File: config.mk
export PLATFORM = sky130hd
export DESIGN_NAME = pbg_port
export DESIGN_NICKNAME = d
export VERILOG_FILES = /design/src/rtl/pbg_pkg.sv /design/src/rtl/pbg_port.sv
export VERILOG_INCLUDE_DIRS = /design/src /design/src/rtl
export SDC_FILE = /design/constraint.sdc
export NUM_CORES = 1
export LEC_CHECK = 0
export BUFFER_PORTS_ARGS = -buffer_cell sky130_fd_sc_hd__buf_2
export CORE_MARGIN = 2
export CORE_UTILIZATION = 25
export DETAILED_ROUTE_END_ITERATION = 6
export PLACE_DENSITY = 0.49
export SLEW_MARGIN = 20
export SYNTH_ARGS = -nofsm -noshare
export SYNTH_HDL_FRONTEND = slang
export SYNTH_SLANG_ARGS = --single-unit
File: constraint.sdc
create_clock -name CLK_IN -period 1.56 [get_ports CLK_IN]
set_input_delay 0.234 -clock CLK_IN [delete_from_list [all_inputs] [get_ports CLK_IN]]
set_output_delay 0.234 -clock CLK_IN [all_outputs]
set_load 0.03 [all_outputs]
File: src/rtl/pbg_cfg.svh
`ifndef PBG_CFG_SVH
`define PBG_CFG_SVH
// register word addresses (consecutive, one per register)
`define PBG_ADDR_DATA 4'h0
`define PBG_ADDR_DIR 4'h1
`define PBG_ADDR_PULL 4'h2
`define PBG_ADDR_SLEW 4'h3
`define PBG_ADDR_DRIVE 4'h4
`define PBG_ADDR_SC 4'h5
`define PBG_ADDR_SEL 4'h6
`define PBG_ADDR_POL 4'h7
`define PBG_ADDR_ISTAT 4'h8
`define PBG_ADDR_IMASK 4'h9
// status/control field positions
`define PBG_SC_FLAG 3
`define PBG_SC_ACK 2
`define PBG_SC_IE 1
`define PBG_SC_MOD 0
// number of interrupt-capable pins
`define PBG_IRQ_PINS 4
// reset values
`define PBG_RST_8 8'h00
`define PBG_RST_4 4'h0
`endif

File: src/rtl/pbg_pkg.sv
package pbg_pkg;
   // one avalon request
   typedef struct packed {
      logic read;
      logic write;
      logic [3:0] addr;
      logic [31:0] wdata;
   } pbg_req_s;
   // bus answer states
   typedef enum logic [1:0] {
      PBG_IDLE = 2'b01,
      PBG_DONE = 2'b10
   } pbg_bus_e;
   typedef logic [7:0] pbg_byte_t;
endpackage : pbg_pkg

File: src/rtl/pbg_port.sv
`timescale 1ns/100ps
`include "pbg_cfg.svh"
// Behaviour
// RL1 - input pins: pull bit switches pull device
// RL2 - output pins: pull forced off
// RL3 - pull-down only for rising-polarity irq pins
// RL4 - slew bits act only on outputs
// RL5 - drive bits act only on outputs
// RL6 - flag bit 3 shows event, writes ignored
// RL7 - write one to bit 2 clears flag
// RL8 - request only when flag and enable set
// RL9 - mode bit: edges only or edges and levels
// RL10 - select bit admits pin as irq source
// RL11 - polarity bit picks pull and sense
// RL12 - direction drives pin, data read muxed
// RL13 - reset clears latch, inputs, pulls off
// RL14 - selected pins ORed into one flag
// RL15 - level mode: ack cannot clear active level
module pbg_port
(
   input wire logic CLK_IN,
   input wire logic RST_N_IN,
   input wire logic CE_IN,
   input wire logic AVS_READ_IN,
   input wire logic AVS_WRITE_IN,
   input wire logic [3:0] AVS_ADDRESS_IN,
   input wire logic [31:0] AVS_WRITEDATA_IN,
   output logic [31:0] AVS_READDATA_OUT,
   output logic AVS_WAITREQUEST_OUT,
   input wire logic [7:0] PIN_IN,
   output logic [7:0] PIN_OUT,
   output logic [7:0] PIN_OE_OUT,
   output logic [7:0] PULL_EN_OUT,
   output logic [7:0] PULL_DOWN_OUT,
   output logic [7:0] SLEW_EN_OUT,
   output logic [7:0] DRIVE_HIGH_OUT,
   output logic PORT_IRQ_OUT,
   output logic IRQ_OUT
);
   // ***********************************************
   // registers and synchronisers
   // ***********************************************
   pbg_pkg::pbg_byte_t latch_reg; // port output latch
   pbg_pkg::pbg_byte_t dir_reg; // port direction bits
   pbg_pkg::pbg_byte_t pull_reg; // pull enable bits
   pbg_pkg::pbg_byte_t slew_reg; // slew enable bits
   pbg_pkg::pbg_byte_t drive_reg; // drive select bits
   logic [3:0] sel_reg; // irq pin select bits
   logic [3:0] pol_reg; // irq polarity bits
   logic ie_reg; // irq enable
   logic mod_reg; // detect mode
   logic flag_reg; // irq flag
   logic [1:0] istat_reg; // sticky: 0 flag set, 1 ack done
   logic [1:0] imask_reg; // mask of istat
   pbg_pkg::pbg_byte_t meta_reg; // first sync stage, read only by sync_reg
   pbg_pkg::pbg_byte_t sync_reg; // second sync stage
   logic [3:0] act_prev_reg; // previous active-level view
   pbg_pkg::pbg_bus_e bus_reg; // bus answer state
   logic [31:0] rdata_reg; // read data
   pbg_pkg::pbg_req_s req; // bundled request
   logic [3:0] act_now; // pins at active level
   logic [3:0] edge_hit; // active-going edges
   logic event_hit; // qualifying event this cycle
   logic wr_go; // write accepted this cycle
   logic ack_go; // acknowledge written
   logic [31:0] rdata_next;

   // write helper: decode one address
   function automatic logic hit(input logic [3:0] a, input logic [3:0] b);
      hit = (a == b);
   endfunction : hit

   assign req = '{read: AVS_READ_IN, write: AVS_WRITE_IN, addr: AVS_ADDRESS_IN, wdata: AVS_WRITEDATA_IN};

   // ***********************************************
   // avalon slave: one wait cycle, answer in DONE
   // ***********************************************
   // waitrequest low only in DONE so reads see registered data
   assign AVS_WAITREQUEST_OUT = !(bus_reg == pbg_pkg::PBG_DONE);
   assign wr_go = CE_IN && req.write && (bus_reg == pbg_pkg::PBG_DONE);
   assign ack_go = wr_go && hit(req.addr, `PBG_ADDR_SC) && req.wdata[`PBG_SC_ACK]; // RL7

   // bus state advance
   always_ff @(posedge CLK_IN or negedge RST_N_IN)
   begin
      if (!RST_N_IN)
         bus_reg <= pbg_pkg::PBG_IDLE;
      else if (CE_IN)
      begin
         case (bus_reg)
            pbg_pkg::PBG_IDLE:
            begin
               if (req.read || req.write)
                  bus_reg <= pbg_pkg::PBG_DONE;
            end
            pbg_pkg::PBG_DONE: bus_reg <= pbg_pkg::PBG_IDLE;
            default: bus_reg <= pbg_pkg::PBG_IDLE;
         endcase
      end
   end

   // read mux; unmapped reads return zero
   always_comb
   begin
      rdata_next = 32'h0000_0000;
      case (req.addr)
         `PBG_ADDR_DATA: rdata_next[7:0] = (dir_reg & latch_reg) | (~dir_reg & sync_reg); // RL12
         `PBG_ADDR_DIR: rdata_next[7:0] = dir_reg;
         `PBG_ADDR_PULL: rdata_next[7:0] = pull_reg;
         `PBG_ADDR_SLEW: rdata_next[7:0] = slew_reg;
         `PBG_ADDR_DRIVE: rdata_next[7:0] = drive_reg;
         // ack always reads zero
         `PBG_ADDR_SC: rdata_next[3:0] = {flag_reg, 1'b0, ie_reg, mod_reg}; // RL6 RL7
         `PBG_ADDR_SEL: rdata_next[3:0] = sel_reg;
         `PBG_ADDR_POL: rdata_next[3:0] = pol_reg;
         `PBG_ADDR_ISTAT: rdata_next[1:0] = istat_reg;
         `PBG_ADDR_IMASK: rdata_next[1:0] = imask_reg;
         default: rdata_next = 32'h0000_0000;
      endcase
   end

   // capture read data while waiting
   always_ff @(posedge CLK_IN or negedge RST_N_IN)
   begin
      if (!RST_N_IN)
         rdata_reg <= 32'h0000_0000;
      else if (CE_IN && bus_reg == pbg_pkg::PBG_IDLE && req.read)
         rdata_reg <= rdata_next;
   end
   assign AVS_READDATA_OUT = rdata_reg;

   // ***********************************************
   // control registers
   // ***********************************************
   // plain writes; reset leaves all pins as inputs
   always_ff @(posedge CLK_IN or negedge RST_N_IN)
   begin
      if (!RST_N_IN)
      begin
         latch_reg <= `PBG_RST_8; // RL13
         dir_reg <= `PBG_RST_8; // RL13
         pull_reg <= `PBG_RST_8; // RL13
         slew_reg <= `PBG_RST_8;
         drive_reg <= `PBG_RST_8;
         sel_reg <= `PBG_RST_4;
         pol_reg <= `PBG_RST_4;
         ie_reg <= 1'b0;
         mod_reg <= 1'b0;
         imask_reg <= 2'b00;
      end
      else if (wr_go)
      begin
         if (hit(req.addr, `PBG_ADDR_DATA)) latch_reg <= req.wdata[7:0];
         if (hit(req.addr, `PBG_ADDR_DIR)) dir_reg <= req.wdata[7:0];
         if (hit(req.addr, `PBG_ADDR_PULL)) pull_reg <= req.wdata[7:0];
         if (hit(req.addr, `PBG_ADDR_SLEW)) slew_reg <= req.wdata[7:0];
         if (hit(req.addr, `PBG_ADDR_DRIVE)) drive_reg <= req.wdata[7:0];
         if (hit(req.addr, `PBG_ADDR_SEL)) sel_reg <= req.wdata[3:0];
         if (hit(req.addr, `PBG_ADDR_POL)) pol_reg <= req.wdata[3:0];
         if (hit(req.addr, `PBG_ADDR_IMASK)) imask_reg <= req.wdata[1:0];
         if (hit(req.addr, `PBG_ADDR_SC))
         begin
            ie_reg <= req.wdata[`PBG_SC_IE];
            mod_reg <= req.wdata[`PBG_SC_MOD];
         end
      end
   end

   // ***********************************************
   // pin side
   // ***********************************************
   // two-stage synchroniser on the pins
   always_ff @(posedge CLK_IN or negedge RST_N_IN)
   begin
      if (!RST_N_IN)
      begin
         meta_reg <= `PBG_RST_8;
         sync_reg <= `PBG_RST_8;
      end
      else if (CE_IN)
      begin
         meta_reg <= PIN_IN;
         sync_reg <= meta_reg;
      end
   end

   assign PIN_OUT = latch_reg; // data is a flop
   assign PIN_OE_OUT = dir_reg; // RL12
   assign PULL_EN_OUT = pull_reg & ~dir_reg; // RL1 RL2
   // pull-down only on enabled, rising-sense irq pins
   assign PULL_DOWN_OUT = PULL_EN_OUT & {4'h0, sel_reg & pol_reg}; // RL3 RL11
   assign SLEW_EN_OUT = slew_reg & dir_reg; // RL4
   assign DRIVE_HIGH_OUT = drive_reg & dir_reg; // RL5

   // ***********************************************
   // interrupt detector
   // ***********************************************
   // xnor with polarity: 1 = at active level
   assign act_now = ~(sync_reg[3:0] ^ pol_reg) & sel_reg; // RL10 RL11
   assign edge_hit = act_now & ~act_prev_reg;
   // OR of selected pins; levels count only in mode 1
   assign event_hit = (|edge_hit) || (mod_reg && (|act_now)); // RL9 RL14

   // edge memory; reset value makes active pins look inactive
   always_ff @(posedge CLK_IN or negedge RST_N_IN)
   begin
      if (!RST_N_IN)
         act_prev_reg <= `PBG_RST_4;
      else if (CE_IN)
         act_prev_reg <= act_now;
   end

   // flag: set wins over acknowledge, which keeps level mode set
   always_ff @(posedge CLK_IN or negedge RST_N_IN)
   begin
      if (!RST_N_IN)
         flag_reg <= 1'b0;
      else if (CE_IN)
      begin
         if (event_hit)
            flag_reg <= 1'b1; // RL6 RL15
         else if (ack_go)
            flag_reg <= 1'b0; // RL7
      end
   end

   assign PORT_IRQ_OUT = flag_reg && ie_reg; // RL8

   // ***********************************************
   // sticky status with mask
   // ***********************************************
   // write one to clear; a new event wins over the clear
   always_ff @(posedge CLK_IN or negedge RST_N_IN)
   begin
      if (!RST_N_IN)
         istat_reg <= 2'b00;
      else if (CE_IN)
      begin
         if (wr_go && hit(req.addr, `PBG_ADDR_ISTAT))
            istat_reg <= istat_reg & ~req.wdata[1:0] | {ack_go, event_hit && !flag_reg};
         else
            istat_reg <= istat_reg | {ack_go, event_hit && !flag_reg};
      end
   end
   assign IRQ_OUT = |(istat_reg & imask_reg);
endmodule : pbg_port

==> impl_results.md <==
* Area post-placement at 5260 um^2
* Layout cell share with drive strength beyond 1 at 46.3%
* Data required time of the critical path at 1.78 ns
* Layout Utilization at 33.9%
* Fin Hold WS at 0.125 ns
* Hold crit path type: in -> reg
* Finished Cell Area at 5820 um^2
* Mapped cell area at 4370 um^2
* Max Freq at 623 MHz
* DR WL/cell at 16.3 um
* Starting Density at 25.5%
* Filler cells at 1756
* Post-synth EDFFs at 0
* Die area at 18600 um^2
* DRC at 0
* P_leak at 2.87 nW
* FF+latch count, synth at 85
* Failing checks: setup timing
* Final hold vios at 0
* CP arrival at 1.82 ns
* Initial antenna violation count at 0
* Crit. End Element: register
* CTS Buf Count at 9
* Peak supply drop at 0.000576 V
* Area of the multi-input gates at 2180 um^2
* Largest net degree at the start of global routing at 86
* Gr usage total at 13.6%
* Top FF cell, synth: dfrtp_1
* H-tree depth reported by CTS at 3
* Final worst slack at -0.0462 ns
* Final Cycle Share at 103%
* Final Max Tran Viols at 0
* Top-Level Pins at 132
* Final Skew at 0.00431 ns
* Antenna diodes at 0
* Number of clock sinks at 85
* RSZ-0062 raised after global routing: true
* Clock root buffer: clkbuf_16
* RD Place Congestion at 0.785
* Unique masters post-synth at 50
* Antenna-violating nets left at 0
* Outcome: complete, but fails checks
* Aggregate global routing overflow at 0
* Syn avg cell area at 11.3 um^2
* Min Tclk post-route at 1.61 ns
* Worst Path Max Fanout at 7
* Clk buf depth at 2
* Clk_lat worst skew at 0.34 ns
* Die Ht at 136 um
* Power Density at 1040 nW/um^2
* First-pass GRT wire length at 18.9 mm
* Critical path, cell by cell: nand4b_4 > or4_4 > buf_12 > mux2_4
* Max cap viols at 0
* Die X at 136 um
* Critical-path top delay cell: or4_4
* Vias in the first global route at 3346
* Final setup violation count at 17
* Vias per std cell at 4.41
* Critical path type: reg -> reg
* Family with the most delay on the worst path: simple AND/OR/NAND/NOR gates
* Ys async rst share at 100%
* DRT Wirelength at 12.1 mm
* Placeable Area at 17200 um^2
* Synth Warn # at 0
* Mapped Cells at 387
* DRT iter0 DRCs at 126
* Critical path's largest stage delay at 0.47 ns
* TritonRoute pass-1 iters at 4
* TritonCTS clock tree: yes
* Crit path buffers/inverters at 1
* Overall Power at 6.06 mW
* Layout area overhead at 33.1%
* Port-buffer cells at 79
* Final #Nets at 560
* CTS clk-pin slew, worst paths at 0.06 ns
* Vias at 3266
* Sequential-to-total area share from yosys stat at 48.7%
* Rows at 48
* CP startpoint kind: register
* DP HPWL at 9.03 mm
* Storage cell area at 2130 um^2
==> stage by stage <==
step	std cells	worst slack, ns	TNS (ns)
after global placement	718	-0.151	-3.84
after floorplan	414	-0.0452	-0.548
after global routing	741	-0.101	-1.95
after detailed placement	718	-0.143	-3.70
after CTS	738	-0.0428	-0.468
final	741	-0.0462	-0.512
==> area by class of cell <==
| type | instances | area share [%] |
|---|---|---|
| clock buffers | 13 | 4.47 |
| clock inverters | 3 | 0.752 |
| inverters | 6 | 0.387 |
| multi-input cells | 278 | 37.5 |
| flip-flops and latches | 85 | 36.6 |
| well taps | 225 | 4.84 |
| repair buffers | 131 | 15.4 |
==> cells by family after synthesis <==
family	share of synthesized area, %
simple gates	13.6
xor+xnor	0.801
flops	48.7
compound gates	9.07
mux	20.5
buf+inv	7.21
other cells	0.0858
==> path summary, 6_finish.rpt <==
kind,slack [ns],cells past startpoint,startpoint,end
min in group asynchronous,0.45,3,RST_N_IN,sync_reg[0]
worst max register to register,-0.05,4,bus_reg[0],pull_reg[5]
max in group asynchronous,0.67,3,RST_N_IN,PIN_OE_OUT[0]
worst min register to register,0.48,2,AVS_READDATA_OUT[5],AVS_READDATA_OUT[5]
worst max-delay path,-0.05,4,bus_reg[0],pull_reg[5]
worst min-delay path,0.12,2,PIN_IN[1],meta_reg[1]
==> cells in the final DEF, fill, tap and decap left out, drive strengths merged, types with 2 or more instances in the layout <==
cell type,count
nand3,12
mux2i,9
nand2,25
nor2,11
buf,129
o21ai,29
inv,6
nor4,2
o211ai,3
and3,7
nand2b,7
clkinv,2
mux2,69
conb,28
nor2b,14
a22o,3
dfrtp,84
clkbuf,14
nor3,2
a22oi,7
o22ai,3
xnor2,4
a21oi,6
and2,17
==> timing repair <==
item / 4_1_cts / 5_1_grt
gates resized for setup: 29 / 25
setup endpoints to repair: 35 / 49
endpoints found under the hold margin: 84 / 0
pin swaps: 2 / 2
hold buffers: 1 / 0
setup buffers: 3 / 4
==> synthesized netlist by cell type, types with 2 or more instances <==
library cell,n,area share (%)
o22ai_1,3,0.43
inv_1,6,0.51
nor2_1,10,0.86
buf_4,28,4.8
buf_1,2,0.17
a22o_1,3,0.60
nand2b_1,7,1.0
nand2_1,25,2.1
nand3_1,12,1.4
nor3_1,2,0.23
a21oi_1,6,0.69
mux2_4,8,2.7
clkbuf_1,5,0.43
and3_1,7,1.0
nor2b_1,14,2.0
o21ai_0,29,3.3
dfrtp_1,84,48
a22oi_1,7,1.2
mux2_2,61,16
buf_2,9,1.0
mux2i_1,9,2.1
and2_1,17,2.4
xnor2_1,4,0.80
o211ai_1,3,0.51
==> report_power, final <==
group | total, mW | leakage, nW | internal [mW] | switching (mW)
clock | 2.17 | 0.150 | 1.33 | 0.843
combinational | 1.21 | 1.61 | 0.504 | 0.704
sequential | 2.68 | 1.12 | 2.45 | 0.222
total | 6.06 | 2.87 | 4.29 | 1.77
==> per-layer routing <==
metal  up-vias  part of all wire (%)  global-route usage, %
met4         0                   1.7                   4.80
met1      1595                    46                   17.8
met2        95                    47                   21.6
met5         -                     0                      0
met3        11                   5.4                   3.58
li1       1565                     -                      -
==> worst register-to-register path: stages (launching register included) <==
cell and delay [ns]:
dfstp_2 0.37, nand4b_4 0.19, or4_4 0.47, buf_12 0.17, mux2_4 0.29
No activity file was read; power rests on OpenSTA's default activity.
